==> config.mk <==
export PLATFORM = sky130hd
export DESIGN_NAME = sas_sar_adc_sequencer
export DESIGN_NICKNAME = d
export VERILOG_FILES = /design/src/sas_sar_adc_sequencer.sv /design/src/sas_result_mem.sv
export SDC_FILE = /design/constraint.sdc
export NUM_CORES = 1
export LEC_CHECK = 0
export BUFFER_PORTS_ARGS = -buffer_cell sky130_fd_sc_hd__buf_2
export CORE_MARGIN = 8
export CORE_UTILIZATION = 60
export CTS_BUF_LIST = sky130_fd_sc_hd__clkbuf_8
export DETAILED_ROUTE_END_ITERATION = 10
export PLACE_DENSITY_LB_ADDON = 0.3
export SLEW_MARGIN = 25
export SYNTH_ARGS = -nofsm -noshare
export SYNTH_HDL_FRONTEND = slang
export SYNTH_SLANG_ARGS = --single-unit
==> constraint.sdc <==
create_clock -name clk_i -period 2.84 [get_ports clk_i]
set_input_delay 0.426 -clock clk_i [delete_from_list [all_inputs] [get_ports clk_i]]
set_output_delay 0.426 -clock clk_i [all_outputs]
set_load 0.01 [all_outputs]
==> src/sas_sar_adc_sequencer.sv <==
// Purpose: sequencer of a 10-bit successive-approximation converter
// Assumes: classic Wishbone slave, 32-bit data, one 200 MHz clock
// Notes: analog comparator and external trigger arrive asynchronously
//
// How it works
// - successive approximation gives a 10-bit result each conversion
// - start may be set in the same write that changes mode or channel
// - single mode: a start converts the one selected channel once
// - single result lands in the data register of that channel
// - single end sets the end flag; interrupt request if enabled
// - start flag reads 1 during single conversion, cleared at end
// - scan converts a group of at most four channels in turn
// - scan begins on input 0, or input 4 when group select is 1
// - each scanned result is stored as soon as it completes
// - after group's last channel: end flag, request if enabled, restart at first
// - scan never clears start; repeats while set, stops when cleared
// - after start: start delay, then sampling, then conversion
// - start delay is 6 to 9 states, or 4 to 5 at fast speed
// - sampling lasts 31 states, or 15 at fast speed
// - first conversion takes 131 to 134 states, or 69 to 70
// - later scan conversions take 128 states, or 66 at fast speed
// - the trigger pin starts conversion only when trigger enabled
// - enabled trigger falling edge sets the start flag
// - trigger start acts exactly as a software start
// - channel bits: channel in single, group end in scan mode
// - mode bit 0 selects single, 1 selects scan; resets to 0
// - reset or standby clears the start flag and stops scanning
//
// Decided for this implementation: the address map and the Wishbone slave port.
package sas_pkg;
	// register byte addresses
	localparam logic [5:0] ADR_CTRL = 6'h00;
	localparam logic [5:0] ADR_TRIG = 6'h04;
	localparam logic [5:0] ADR_DATA = 6'h20;
	// control/status and trigger field positions
	localparam int CS_END_BIT = 7;
	localparam int CS_IE_BIT = 6;
	localparam int CS_START_BIT = 5;
	localparam int CS_SCAN_BIT = 4;
	localparam int CS_SPEED_BIT = 3;
	localparam int TRG_EN_BIT = 7;
	// reset values
	localparam logic [7:0] RST_CTRL = 8'h00;
	localparam logic [7:0] RST_TRIG = 8'h7e;
	localparam logic [7:0] TRIG_RSVD_ONES = 8'h7e;
	// timing in states, speed 0 and speed 1
	localparam logic [6:0] DLY_MIN0 = 7'h06;
	localparam logic [6:0] DLY_MIN1 = 7'h04;
	localparam logic [6:0] SPL0 = 7'h1f;
	localparam logic [6:0] SPL1 = 7'h0f;
	localparam logic [6:0] CONV0 = 7'h5e;
	localparam logic [6:0] CONV1 = 7'h32;
	localparam logic [6:0] RESTART0 = 7'h03;
	localparam logic [6:0] RESTART1 = 7'h01;
	localparam logic [3:0] STEP0 = 4'h9;
	localparam logic [3:0] STEP1 = 4'h5;
	localparam int RES_W = 10;
	localparam logic [9:0] SAR_MSB = 10'h200;
	typedef enum logic [3:0] {
		ST_IDLE = 4'h1,
		ST_DELAY = 4'h2,
		ST_SAMPLE = 4'h4,
		ST_CONV = 4'h8
	} sas_state_t;
endpackage

module sas_sar_adc_sequencer
	import sas_pkg::*;
(
	input wire logic clk_i,
	input wire logic rst_i,
	input wire logic wb_cyc_i,
	input wire logic wb_stb_i,
	input wire logic wb_we_i,
	input wire logic [5:0] wb_adr_i,
	input wire logic [3:0] wb_sel_i,
	input wire logic [31:0] wb_dat_i,
	output logic [31:0] wb_dat_o,
	output logic wb_ack_o,
	input wire logic standby_i,
	input wire logic ext_trigger_pin_i,
	input wire logic comp_i,
	output logic sample_o,
	output logic [9:0] dac_code_o,
	output logic [2:0] chan_o,
	output logic conversion_end_irq_o
);
	logic ack_r;
	logic pend_r;
	logic [31:0] dat_r;
	logic req;
	logic wr_ctrl;
	logic wr_trig;
	logic trg_s1_r, trg_s2_r, trg_s3_r;
	logic comp_s1_r, comp_s2_r;
	logic trg_fall;
	logic start_flag_r, start_flag_nxt;
	logic end_flag_r, end_flag_nxt;
	logic ie_r, scan_r, speed_r;
	logic [2:0] chsel_r;
	logic trig_en_r, trig_rsvd_r;
	logic irq_r;
	logic [1:0] ph_r;
	sas_state_t st_r;
	logic [6:0] cnt_r;
	logic [3:0] step_r;
	logic [9:0] bit_r, sar_r, dac_r, sar_new;
	logic [2:0] cur_ch_r;
	logic sample_r;
	logic sw_set, sw_clr, trig_set, conv_done, end_evt, sar_take, last_ch;
	logic [6:0] dly_load;
	logic [9:0] mem_rdata;
	logic [7:0] ctrl_rd;

	// bus handshake: request seen, one pending cycle, then ack
	assign req = wb_cyc_i & wb_stb_i & ~ack_r & ~pend_r;
	always_ff @(posedge clk_i)
	begin
		if (rst_i)
		begin
			pend_r <= 1'b0;
			ack_r <= 1'b0;
		end
		else
		begin
			pend_r <= req;
			ack_r <= pend_r & wb_cyc_i & wb_stb_i;
		end
	end

	// writes land on the edge that the master samples ack
	assign wr_ctrl = ack_r & wb_cyc_i & wb_stb_i & wb_we_i & wb_sel_i[0]
		& (wb_adr_i == ADR_CTRL);
	assign wr_trig = ack_r & wb_cyc_i & wb_stb_i & wb_we_i & wb_sel_i[0]
		& (wb_adr_i == ADR_TRIG);

	// read data, unmapped addresses read zero
	assign ctrl_rd = {end_flag_r, ie_r, start_flag_r, scan_r, speed_r,
		chsel_r};
	always_ff @(posedge clk_i)
	begin
		if (rst_i)
			dat_r <= '0;
		else if (pend_r)
		begin
			if (wb_adr_i == ADR_CTRL)
				dat_r <= {24'h000000, ctrl_rd};
			else if (wb_adr_i == ADR_TRIG)
				dat_r <= {24'h000000, trig_en_r, TRIG_RSVD_ONES[6:1],
					trig_rsvd_r};
			else if (wb_adr_i[5] && (wb_adr_i[1:0] == 2'h0))
				dat_r <= {22'h000000, mem_rdata};
			else
				dat_r <= '0;
		end
	end

	// two-flop synchronisers, third stage for trigger edge detection
	always_ff @(posedge clk_i)
	begin
		if (rst_i)
		begin
			trg_s1_r <= 1'b1;
			trg_s2_r <= 1'b1;
			trg_s3_r <= 1'b1;
			comp_s1_r <= 1'b0;
			comp_s2_r <= 1'b0;
		end
		else
		begin
			trg_s1_r <= ext_trigger_pin_i;
			trg_s2_r <= trg_s1_r;
			trg_s3_r <= trg_s2_r;
			comp_s1_r <= comp_i;
			comp_s2_r <= comp_s1_r;
		end
	end
	assign trg_fall = trg_s3_r & ~trg_s2_r;

	// start flag sources; a set beats a write or end clear in the same cycle, but standby beats any set
	assign sw_set = wr_ctrl & wb_dat_i[CS_START_BIT];
	assign sw_clr = wr_ctrl & ~wb_dat_i[CS_START_BIT];
	assign trig_set = trig_en_r & trg_fall;
	assign conv_done = (st_r == ST_CONV) && (cnt_r == 7'h00);
	assign last_ch = cur_ch_r == chsel_r;
	assign end_evt = conv_done & (~scan_r | last_ch);

	always_comb
	begin
		start_flag_nxt = start_flag_r;
		if (standby_i)
			start_flag_nxt = 1'b0;
		else if (sw_set | trig_set)
			start_flag_nxt = 1'b1;
		else if (sw_clr | (conv_done & ~scan_r))
			start_flag_nxt = 1'b0;
		end_flag_nxt = end_flag_r;
		if (end_evt)
			end_flag_nxt = 1'b1;
		else if (wr_ctrl & ~wb_dat_i[CS_END_BIT])
			end_flag_nxt = 1'b0;
	end

	// control and trigger registers
	always_ff @(posedge clk_i)
	begin
		if (rst_i)
		begin
			start_flag_r <= RST_CTRL[CS_START_BIT];
			end_flag_r <= RST_CTRL[CS_END_BIT];
			ie_r <= RST_CTRL[CS_IE_BIT];
			scan_r <= RST_CTRL[CS_SCAN_BIT];
			speed_r <= RST_CTRL[CS_SPEED_BIT];
			chsel_r <= RST_CTRL[2:0];
			trig_en_r <= RST_TRIG[TRG_EN_BIT];
			trig_rsvd_r <= RST_TRIG[0];
		end
		else
		begin
			start_flag_r <= start_flag_nxt;
			end_flag_r <= end_flag_nxt;
			if (wr_ctrl)
			begin
				ie_r <= wb_dat_i[CS_IE_BIT];
				scan_r <= wb_dat_i[CS_SCAN_BIT];
				speed_r <= wb_dat_i[CS_SPEED_BIT];
				chsel_r <= wb_dat_i[2:0];
			end
			if (wr_trig)
			begin
				trig_en_r <= wb_dat_i[TRG_EN_BIT];
				trig_rsvd_r <= wb_dat_i[0];
			end
		end
	end

	// interrupt request follows flag and enable
	always_ff @(posedge clk_i)
	begin
		if (rst_i)
			irq_r <= 1'b0;
		else
			irq_r <= end_flag_r & ie_r;
	end

	// free phase counter, makes start delay depend on write timing
	always_ff @(posedge clk_i)
	begin
		if (rst_i)
			ph_r <= 2'h0;
		else
			ph_r <= ph_r + 2'h1;
	end
	assign dly_load = speed_r ? (DLY_MIN1 + {6'h00, ph_r[0]})
		: (DLY_MIN0 + {5'h00, ph_r});

	// one approximation step: keep trial bit if input is above code
	assign sar_take = (st_r == ST_CONV) && (step_r == 4'h0) && (bit_r != '0);
	assign sar_new = (sar_take && comp_s2_r) ? dac_r : sar_r;

	// sequencer: idle, start delay, sampling, approximation
	always_ff @(posedge clk_i)
	begin
		if (rst_i)
		begin
			st_r <= ST_IDLE;
			cnt_r <= '0;
			step_r <= '0;
			bit_r <= '0;
			sar_r <= '0;
			dac_r <= '0;
			cur_ch_r <= '0;
			sample_r <= 1'b0;
		end
		else if (!start_flag_r && st_r != ST_IDLE)
		begin
			st_r <= ST_IDLE;
			sample_r <= 1'b0;
		end
		else
		begin
			unique case (st_r)
				ST_IDLE:
				begin
					if (start_flag_r)
					begin
						st_r <= ST_DELAY;
						cnt_r <= dly_load - 7'h02;
						cur_ch_r <= scan_r ? {chsel_r[2], 2'h0}
							: chsel_r;
					end
				end
				ST_DELAY:
				begin
					if (cnt_r == 7'h00)
					begin
						st_r <= ST_SAMPLE;
						cnt_r <= (speed_r ? SPL1 : SPL0) - 7'h01;
						sample_r <= 1'b1;
					end
					else
						cnt_r <= cnt_r - 7'h01;
				end
				ST_SAMPLE:
				begin
					if (cnt_r == 7'h00)
					begin
						st_r <= ST_CONV;
						cnt_r <= (speed_r ? CONV1 : CONV0) - 7'h01;
						step_r <= (speed_r ? STEP1 : STEP0) - 4'h1;
						bit_r <= SAR_MSB;
						sar_r <= '0;
						dac_r <= SAR_MSB;
						sample_r <= 1'b0;
					end
					else
						cnt_r <= cnt_r - 7'h01;
				end
				ST_CONV:
				begin
					if (sar_take)
					begin
						sar_r <= sar_new;
						bit_r <= bit_r >> 1;
						dac_r <= sar_new | (bit_r >> 1);
						step_r <= (speed_r ? STEP1 : STEP0) - 4'h1;
					end
					else if (step_r != 4'h0)
						step_r <= step_r - 4'h1;
					if (conv_done)
					begin
						if (scan_r)
						begin
							st_r <= ST_DELAY;
							cnt_r <= (speed_r ? RESTART1 : RESTART0) - 7'h01;
							cur_ch_r <= last_ch ? {chsel_r[2], 2'h0}
								: cur_ch_r + 3'h1;
						end
						else
							st_r <= ST_IDLE;
					end
					else
						cnt_r <= cnt_r - 7'h01;
				end
				default:
					st_r <= ST_IDLE;
			endcase
		end
	end

	// results go to the store of the channel just converted
	sas_result_mem #(
		.WIDTH(RES_W),
		.DEPTH(8),
		.AW(3)
	) u_mem (
		.clk_i(clk_i),
		.rst_i(rst_i),
		.we_i(conv_done),
		.waddr_i(cur_ch_r),
		.wdata_i(sar_new),
		.raddr_i(wb_adr_i[4:2]),
		.rdata_o(mem_rdata)
	);

	assign wb_ack_o = ack_r;
	assign wb_dat_o = dat_r;
	assign sample_o = sample_r;
	assign dac_code_o = dac_r;
	assign chan_o = cur_ch_r;
	assign conversion_end_irq_o = irq_r;

	// checks
	property p_single_clear;
		@(posedge clk_i) disable iff (rst_i)
		conv_done && !scan_r && !sw_set && !trig_set |=> !start_flag_r;
	endproperty
	a_single_clear: assert property (p_single_clear)
		else $error("single end did not clear start flag");

	property p_end_flag;
		@(posedge clk_i) disable iff (rst_i)
		end_evt |=> end_flag_r ##1 (conversion_end_irq_o == ie_r);
	endproperty
	a_end_flag: assert property (p_end_flag)
		else $error("end flag or request missing after conversion end");

	property p_irq_follow;
		@(posedge clk_i) disable iff (rst_i)
		end_flag_r && ie_r |=> conversion_end_irq_o;
	endproperty
	a_irq_follow: assert property (p_irq_follow)
		else $error("request not raised while flag and enable set");

	// judged where the window closes, so an aborted window is left out
	property p_sample_len0;
		@(posedge clk_i) disable iff (rst_i)
		$fell(sample_o) && !speed_r && start_flag_r
			|-> $past(sample_o, 31) && !$past(sample_o, 32);
	endproperty
	a_sample_len0: assert property (p_sample_len0)
		else $error("sampling window is not 31 states");

	property p_scan_keep;
		@(posedge clk_i) disable iff (rst_i)
		conv_done && scan_r && !sw_clr && !standby_i |=> start_flag_r
			&& st_r == ST_DELAY;
	endproperty
	a_scan_keep: assert property (p_scan_keep)
		else $error("scan cleared start flag or stopped");

	property p_scan_wrap;
		@(posedge clk_i) disable iff (rst_i)
		conv_done && scan_r && last_ch && start_flag_r
			|=> chan_o == {chsel_r[2], 2'h0};
	endproperty
	a_scan_wrap: assert property (p_scan_wrap)
		else $error("scan did not restart at first channel");

	property p_trig_start;
		@(posedge clk_i) disable iff (rst_i)
		trig_en_r && trg_fall && !standby_i |=> start_flag_r;
	endproperty
	a_trig_start: assert property (p_trig_start)
		else $error("enabled trigger edge did not set start flag");

	property p_trig_off;
		@(posedge clk_i) disable iff (rst_i)
		!start_flag_r && !trig_en_r && !sw_set |=> !start_flag_r;
	endproperty
	a_trig_off: assert property (p_trig_off)
		else $error("start flag set without enabled source");

	property p_delay0;
		@(posedge clk_i) disable iff (rst_i)
		st_r == ST_IDLE && start_flag_r && !speed_r
			|-> ##[6:9] (st_r == ST_SAMPLE) or ##[1:9] !start_flag_r;
	endproperty
	a_delay0: assert property (p_delay0)
		else $error("start delay outside 6 to 9 states");
endmodule

==> src/sas_result_mem.sv <==
// Purpose: per-channel result store of the converter sequencer
// Assumes: one write port from the sequencer, one read port from the bus
// Notes: read data is registered, so it appears one edge after raddr_i
module sas_result_mem #(
	parameter int WIDTH = 10,
	parameter int DEPTH = 8,
	parameter int AW = 3
) (
	input wire logic clk_i,
	input wire logic rst_i,
	input wire logic we_i,
	input wire logic [AW-1:0] waddr_i,
	input wire logic [WIDTH-1:0] wdata_i,
	input wire logic [AW-1:0] raddr_i,
	output logic [WIDTH-1:0] rdata_o
);
	logic [WIDTH-1:0] mem_r [DEPTH];
	logic [WIDTH-1:0] rdata_r;

	// one storage word per channel, cleared by reset
	for (genvar g = 0; g < DEPTH; g++)
	begin : g_word
		always_ff @(posedge clk_i)
		begin
			if (rst_i)
				mem_r[g] <= '0;
			else if (we_i && (waddr_i == AW'(g)))
				mem_r[g] <= wdata_i;
		end
	end

	// registered read port
	always_ff @(posedge clk_i)
	begin
		if (rst_i)
			rdata_r <= '0;
		else
			rdata_r <= mem_r[raddr_i];
	end

	assign rdata_o = rdata_r;
endmodule

# [Yosys cells after proc, flatten, opt, wreduce, memory -nomap -nowiden]
# Memories as Yosys holds them, arrays and structs flattened. A register that Yosys moved wholly into a read port is not among the register bits.
# Cells that the tools add are included.
[word_totals] register_bits=101 ramBits=80 input_bits=50 out_inout_bits=48 elab_cells=214 n_memories=1
[mem_list] name="u_mem.mem_r" words=8 width=10 rd=1 rd_clocked_by_memory_dff=1 write_ports=8 line_no="sas_result_mem.sv:17" text="logic [WIDTH-1:0] mem_r [DEPTH];"
[op_classes] n_addsub=11 n_eq_ne=22 mux=80 bitwise=38 n_reduce_logical=36
[ops] operator="10-bit 2-to-1 mux" count=17
[ops] operator="10-bit case mux with 2 select lines" count=3
[ops] operator="7-bit 2-to-1 mux" count=6
[ops] operator="4-bit 2-to-1 mux" count=9
[ops] operator="1-bit 2-to-1 mux" count=32
[ops] operator="7-bit case mux with 4 select lines" count=1
[ops] operator="1-bit bitwise AND" count=19
[ops] operator="4-bit case mux with 4 select lines" count=1
[ops] operator="4-bit AND reduction" count=4
[ops] operator="1-bit logical AND" count=14
[ops] operator="7-bit by 1-bit subtractor with 7-bit output, second input constant" count=2
[ops] operator="3-bit equality test, second input constant" count=4
[ops] operator="3-bit 2-to-1 mux" count=4
[ops] operator="2-bit != test, second input constant" count=6
[ops] operator="1-bit OR" count=11
[ops] operator="10-bit by 9-bit OR with 10-bit output" count=1
[ops] operator="10-bit nonzero test" count=1
[ops] operator="2-bit nonzero test" count=5
[ops] operator="4-bit case mux with 2 select lines" count=1
[ops] operator="4-bit nonzero test" count=2
[ops] operator="4-bit by 1-bit subtractor with 4-bit output, second input constant" count=2
[ops] operator="7-bit zero test" count=1
[ops] operator="1-bit NOT" count=7
[ops] operator="3-bit by 2-bit equality test with 1-bit output, second input constant" count=2
[ops] operator="29 further kinds" count=32

# [Depth between registers and ports, before layout]
# Gate-level depths: netlist (run 1).
[logic_depth] ltp_word=9 depth_mapped=9 ltp_nobuf=7

# [Modules after synthesis]
# A second synthesis (run 1) with hierarchy kept.
[hier_totals] hier_cells=698 hier_area_um2=8035.2
[by_module_without_submodules] module="sas_sar_adc_sequencer" n_inst=1 cells_per_inst=458 area_each_um2=4086.4 seq_area_each_um2=1581.5
[by_module_without_submodules] module="sas_result_mem" n_inst=1 cells_per_inst=240 area_each_um2=3948.8 seq_area_each_um2=2602.5

# [Worst setup path before layout (run 1)]
# Ideal clock, no wire load.
[synth_timing] path_kind="register to register" from="register cnt_r[0]" to="memory u_mem.mem_r[4][0] (enable)" arrival_ns=1.876 required_time_ns=2.500 setup_slack_ns=0.625 path_stages_with_launch=9 path_buffers=1 synth_period_minus_slack_ns=2.215 cell_sequence="dfxtp_1 -> inv_1 -> ha_1 -> nor2b_1 -> nand2_1 -> clkbuf_1 -> nor2_1 -> nand3_1 -> nand2_1"
[synth_lines] element="start: declaration" line_no="sas_sar_adc_sequencer.sv:105" text="logic [6:0] cnt_r;"
[synth_lines] element="start signal: assignment" line_no="sas_sar_adc_sequencer.sv:288" text="cnt_r <= dly_load - 7'h02;"
[synth_lines] element="start signal: assignment" line_no="sas_sar_adc_sequencer.sv:298" text="cnt_r <= (speed_r ? SPL1 : SPL0) - 7'h01;"
[synth_lines] element="start signal: assignment" line_no="sas_sar_adc_sequencer.sv:302" text="cnt_r <= cnt_r - 7'h01;"
[synth_lines] element="end: declaration" line_no="sas_result_mem.sv:17"

==> summary.txt, run 1 <==
Outcome
  – Outcome: completed

Clocking
  – CTS H-tree lvls: 4
  – Number of buffers created by CTS: 17
  – Clk_lat worst skew: 0.45 ns
  – Post-cts sizing count: 0
  – Clk sinks: 169
  – Hold Buf Count CTS: 0
  – CTS Root Cell: clkbuf_8
  – Post-CTS setup buffers: 0
  – Max clock buf depth: 2
  – Clock slew at reported path FFs: 0.08 ns
  – CTS tree: done

Worst setup path
  – Critical path, cell by cell: inv_1 > ha_1 > or3b_4 > a41oi_4 > nand3_2 > buf_4 > mux2i_4 > nor2_1
  – Critical Path RT: 3.03 ns
  – Setup crit end kind: register
  – R2R Path End: u_mem.mem_r[2][1]
  – Critical Path Max Stage Delay: 0.43 ns
  – Critical Path Fanout Max: 9
  – Cells on worst reg2reg path: 8
  – CP Class: register to register
  – Critical Path Slowest Stage Cell: or3b_4
  – Crit path from: step_r[0]
  – Element type at the critical path start: register
  – Reg-to-reg startpoint: step_r[0]
  – Reg2Reg Setup Slack: 0.35 ns
  – Worst Path Arrival: 2.69 ns

Detailed routing
  – Routed vias: 5751
  – Final ANT Viol Nets: 0
  – WL per Instance: about 19 microns
  – Initial DRC Count: 477
  – Avg Vias per Cell: 6.04
  – Pre-antenna DRT Iters: 5
  – DR DRC count: 0
  – Routed wire length: 18000 microns

Timing
  – Setup-failing EPs final: 0
  – Setup total negative slack: 0 ns
  – Final hold viol count: 0
  – Hold_ws: 0.136 ns
  – RSZ-0062 raised after global routing: false
  – Fmax: 401 MHz
  – Slew headroom: 42.8%
  – Post-route minimum period: 2.49 ns
  – Final Cycle Share: 87.8%
  – Clock Skew: between 0.008 and 0.009 ns
  – Slack of the critical path: 0.348 ns
  – Worst-Margin Slew: 0.859 ns
  – Final slew viol count: 0

Floorplanning
  – Die area: 17200 sq um
  – Boundary Pins: 98
  – Die Height: roughly 130 microns
  – Starting Density: 60.9%
  – Core Footprint: 13100 sq um
  – Chip width: 131 microns
  – Row cnt: 42

Power and ir drop
  – Peak supply drop: ~0.27 mV
  – P_leak: 3.07 nW
  – Power, Total: ~4.6 mW
  – PD cells: between 500 and 600 nW/um^2

Yosys
  – Post-synth cell types: 80
  – Post-synth top area share: between 30% and 40%
  – Seq/Total Area, Yosys: 52.5%
  – Yosys warning total: 0
  – Dominant synthesized flop cell: dfxtp_1
  – Share of flip-flops with an asynchronous set or reset: 0%
  – Syn Area/Cell: 11.0 sq um
  – Synth top area cells: edfxtp_1, dfxtp_1, nor2_1
  – Yosys top cell by area: edfxtp_1
  – Flops & latches, synth: 169
  – Post-Syn Instances: 725
  – EDFF count, synth: 80
  – Cell area after synthesis: around 8000 sq um

Finish
  – Non-filler instance count after layout: 952
  – Antenna cell count: 0
  – Fin nets: 825
  – Fill cells: 1005
  – Commonest non-fill, non-tap cell in the layout: nor2_1
  – Area growth from synthesis to layout: 9.41%
  – Post-layout util: about 67%
  – Commonest cells after routing, fill and taps aside: nor2_1, dfxtp_1, edfxtp_1
  – Layout cells sized above 1: approximately a fifth
  – Post-route design area: 8720 sq um

Min path
  – Hold path depth: 2
  – HP Class: input port to register
  – Hold Path Sink: start_flag_r
  – Hold_sp: standby_i

GRT
  – Antenna violations before repair: 0
  – Grt total ovfl: 0
  – Vias in the first global route: 5774
  – Tot GR Track Use: 21.0%
  – Global-route wire length before repair: ~30000 microns
  – Largest net degree at the start of global routing: 46

Place
  – Cells after DPL: about 920
  – Place WS: around 0.37 ns
  – Port Buf Inserts: 48
  – Placed Area: 8300 sq um
  – Post-DP HPWL: 12700 microns
  – GP Congestion: 0.849

Flow run
  – # Max-Cap Violations: 0
sequential cells by signal (all words and copies together), names as in the netlist, 2 cells and up:
register and count:
bit_r 10, chan_o 3, chsel_r 3, cnt_r 7, dac_code_o 10, ph_r 2
sar_r 10, st_r 4, step_r 4, u_mem.mem_r 80, u_mem.rdata_o 10, wb_dat_o 10
critical path: cells and delay by family, from the launching register on:
kind | cells | cell delay [ns]
multiplexers | 1 | 0.33
buffers and inverters | 2 | 0.40
AND/OR/NAND/NOR | 3 | 0.78
adder cells (fa/ha/maj) | 1 | 0.20
AO/OA/AOI/OAI | 1 | 0.22
flip-flops | 1 | 0.32
logic make-up (layout without fill, tap and decap cells):
kind of cell    count (synthesis)  in the layout  share of synthesized area [%]
simple gates                  264            264                           16.5
flops                         169            169                           52.5
compound gates                147            147                           12.7
buf+inv                        76            106                           5.06
mux                            49             49                           10.6
fa+ha+maj                      10             10                           1.57
xor+xnor                        9              9                          0.989
other cells                     1             22                         0.0471
metal layers:
layer | vias up | global-route usage, % | part of all wire [%]
met5 | - | 0 | 0
met4 | 0 | 9.43 | 1.8
met3 | 29 | 4.88 | 7.2
met2 | 229 | 35.0 | 50
met1 | 2789 | 25.6 | 41
li1 | 2704 | - | -
cell type report:
| cell class | count | area (sq um) | share of cell area [%] |
|---|---|---|---|
| Multi-Input combinational cell | 501 | 3470 | 39.8 |
| Clock inverter | 13 | 178 | 2.04 |
| Clock buffer | 17 | 234 | 2.68 |
| Sequential cell | 169 | 4180 | 48.0 |
| Inverter | 12 | 45.0 | 0.517 |
| Tap cell | 176 | 220 | 2.53 |
| Timing Repair Buffer | 64 | 385 | 4.42 |
report_power, final:
group | internal [mW] | switching (mW)
clock network | 0.940 | 0.842
registers | 2.60 | 0.0234
logic | 0.0813 | 0.125
total | 3.62 | 0.991
cell usage after synthesis (all sizes together) (3+ instances only):
master,instances
dfxtp,89
and4,3
or4b,3
nor4,7
o32ai,3
nand2b,4
nor3,12
nor2,131
a221oi,4
inv,11
a211oi,8
o21ai,40
a311oi,9
xnor2,5
xor2,4
a31oi,6
nand4,12
o2bb2ai,9
nand3,16
nand3b,4
edfxtp,80
mux4,20
nor2b,4
a21oi,41
buf,38
clkbuf,26
or2,4
nand2,51
ha,10
mux2i,29
how the worst max path moves through the flow:
stage,cells after the start,end,slack [ns]
CTS,8,u_mem.mem_r[2][1],0.35
finish,8,u_mem.mem_r[2][1],0.35
global placement,4,u_mem.mem_r[6][8],0.42
global route,7,u_mem.mem_r[6][9],0.15
detailed placement,8,u_mem.mem_r[2][1],0.37
floorplan,8,u_mem.mem_r[4][0],0.62
Power figures use the tool's default switching activity.
==> run 2: changes to the inputs <==
--- a/config.mk
+++ b/config.mk
@@ -5,12 +5,12 @@
 export SDC_FILE = /design/constraint.sdc
 export NUM_CORES = 1
 export LEC_CHECK = 0
-export BUFFER_PORTS_ARGS = -buffer_cell sky130_fd_sc_hd__buf_2
 export CORE_MARGIN = 8
-export CORE_UTILIZATION = 60
+export CORE_UTILIZATION = 66
 export CTS_BUF_LIST = sky130_fd_sc_hd__clkbuf_8
 export DETAILED_ROUTE_END_ITERATION = 10
-export PLACE_DENSITY_LB_ADDON = 0.3
+export DONT_BUFFER_PORTS = 1
+export PLACE_DENSITY = 0.93
 export SLEW_MARGIN = 25
 export SYNTH_ARGS = -nofsm -noshare
 export SYNTH_HDL_FRONTEND = slang
==> constraint.sdc (replaced) <==
create_clock -name clk_i -period 2.8 [get_ports clk_i]
set_input_delay 0.42 -clock clk_i [delete_from_list [all_inputs] [get_ports clk_i]]
set_output_delay 0.42 -clock clk_i [all_outputs]
set_load 0.01 [all_outputs]
==> summary.txt, run 2 (synthesis gave the netlist of run 1 again) <==
Worst setup path
  – Reg-to-reg startpoint: step_r[0]
  – R2R Path End: u_mem.mem_r[3][9]
  – Cells on worst reg2reg path: 8
  – Element type at the critical path start: register
  – Setup crit end kind: register
  – Worst Path Arrival: around 2.8 ns
  – Reg2Reg Setup Slack: between 0.15 and 0.2 ns
  – Critical Path RT: 2.97 ns
  – Critical Path Fanout Max: 21
  – CP Class: register to register

Finish
  – Layout cells sized above 1: 13.2%
  – Post-layout util: 70.2%
  – Antenna cell count: 0
  – Footprint of the multi-input gates: 3470 sq um
  – Fin nets: 773
  – Register area: 4180 sq um
  – Biggest register: u_mem.mem_r
  – Commonest non-fill, non-tap cell in the layout: nor2_1
  – Max reg flops: 80
  – Area growth from synthesis to layout: 5.03%
  – Fill cells: 807
  – Commonest cells after routing, fill and taps aside: nor2_1, dfxtp_1, edfxtp_1

Clocking
  – Clk sinks: 169
  – Post-cts sizing count: 0
  – Number of buffers created by CTS: 17
  – CTS Root Cell: clkbuf_8
  – Clock slew at reported path FFs: approximately 0.07 ns
  – CTS H-tree lvls: 4
  – CTS tree: done
  – Clk_lat worst skew: 0.45 ns
  – Hold Buf Count CTS: 0
  – Post-CTS setup buffers: 0
  – Max clock buf depth: 2

Min path
  – HP Class: input port to register
  – Hold_sp: rst_i
  – Hold path depth: 1
  – Hold Path Sink: ph_r[0]

Detailed routing
  – Routed vias: about 5800
  – Initial DRC Count: 559
  – Routed wire length: 17800 microns
  – Pre-antenna DRT Iters: 5
  – Final ANT Viol Nets: 0
  – WL per Instance: 20.4 microns
  – Avg Vias per Cell: 6.59
  – DR DRC count: 0

Floorplanning
  – Starting Density: 66.9%
  – Core Footprint: ~12000 sq um
  – Die area: approximately 16000 sq um
  – Boundary Pins: 98
  – Die Height: about 130 microns
  – Chip width: 126 microns
  – Row cnt: 40

Timing
  – Hold_ws: 0.0339 ns
  – Fmax: 381 MHz
  – Final hold viol count: 0
  – Final slew viol count: 0
  – Worst-Margin Slew: ~0.96 ns
  – Setup-failing EPs final: 0
  – Clock Skew: 0.0128 ns
  – Slew headroom: between 30 and 40%
  – RSZ-0062 raised after global routing: false
  – Setup total negative slack: 0 ns
  – Final Cycle Share: roughly 94%
  – Post-route minimum period: 2.62 ns

GRT
  – Antenna violations before repair: 0
  – Vias in the first global route: 5628
  – Tot GR Track Use: 22.6%
  – Global-route wire length before repair: between 20000 and 30000 microns
  – Largest net degree at the start of global routing: 80
  – Grt total ovfl: 0

Power and ir drop
  – Peak supply drop: 0.332 mV
  – P_leak: between 2 and 3 nW
  – Power, Total: 4.51 mW
  – PD cells: 539 nW/um^2

Flow run
  – # Max-Cap Violations: 0

Place
  – Port Buf Inserts: 0
  – GP Congestion: 0.924
  – Post-DP HPWL: 12200 microns

Outcome
  – Outcome: completed
-- run 2: changes by cell type in the layout (fill, tap and decap cells not counted), sizes merged --
| cell | before | now |
|---|---|---|
| clkinvlp | 5 | 1 |
| buf | 64 | 12 |
| bufinv | 4 | 2 |
| inv | 12 | 17 |
| clkinv | 4 | 3 |
| clkbuf | 17 | 21 |
-- run 2: per-stage QoR --
| stage | setup slack (ns) | instance area (sq um) | instances |
|---|---|---|---|
| after global placement | 0.363 | 7970 | 841 |
| after CTS | 0.190 | 8370 | 873 |
| after global routing | 0.0629 | 8370 | 873 |
| final | 0.179 | 8370 | 873 |
| after floorplan | 0.585 | 8050 | 746 |
| after detailed placement | 0.260 | 7970 | 841 |
-- run 2: layer usage --
metal / track usage, % / share of wire [%]
met1: 27.5 / 39
met2: 37.2 / 49
met3: 6.33 / 8.8
met4: 9.20 / 2.4
met5: 0 / 0
-- run 2: worst max-delay path by stage --
stage	from	end	slack (ns)	depth (start not counted)
6_report	step_r[0]	u_mem.mem_r[3][9]	0.18	8
5_1_grt	step_r[0]	u_mem.mem_r[3][9]	0.06	8
4_1_cts	step_r[0]	u_mem.mem_r[3][9]	0.19	8
3_5_place_dp	step_r[0]	u_mem.mem_r[3][9]	0.26	8
3_3_place_gp	st_r[2]	u_mem.mem_r[6][8]	0.36	4
2_1_floorplan	cnt_r[0]	u_mem.mem_r[4][0]	0.58	8
-- run 2: area by class of cell --
| cell class | instances | share of cell area (%) |
|---|---|---|
| well taps | 147 | 2.20 |
| flip-flops and latches | 169 | 50.0 |
| repair buffers | 12 | 1.08 |
| clock inverters | 11 | 1.26 |
| multi-input cells | 501 | 41.5 |
| inverters | 12 | 0.538 |
| clock buffers | 21 | 3.45 |
-- run 2: power breakdown --
group | total, mW | internal, mW | leakage [nW] | switching [mW]
combinational | 0.145 | 0.0644 | 1.08 | 0.0801
sequential | 2.67 | 2.64 | 1.55 | 0.0281
clock | 1.70 | 0.872 | 0.218 | 0.826
-- run 2: critical path: stages, from the launching register on --
cell and delay, ns:
dfxtp_1 0.31, inv_1 0.13, ha_1 0.19, or3b_4 0.43, a41oi_4 0.22, nand3_2 0.10, buf_4 0.28, mux2i_2 0.55
nor2_1 0.15
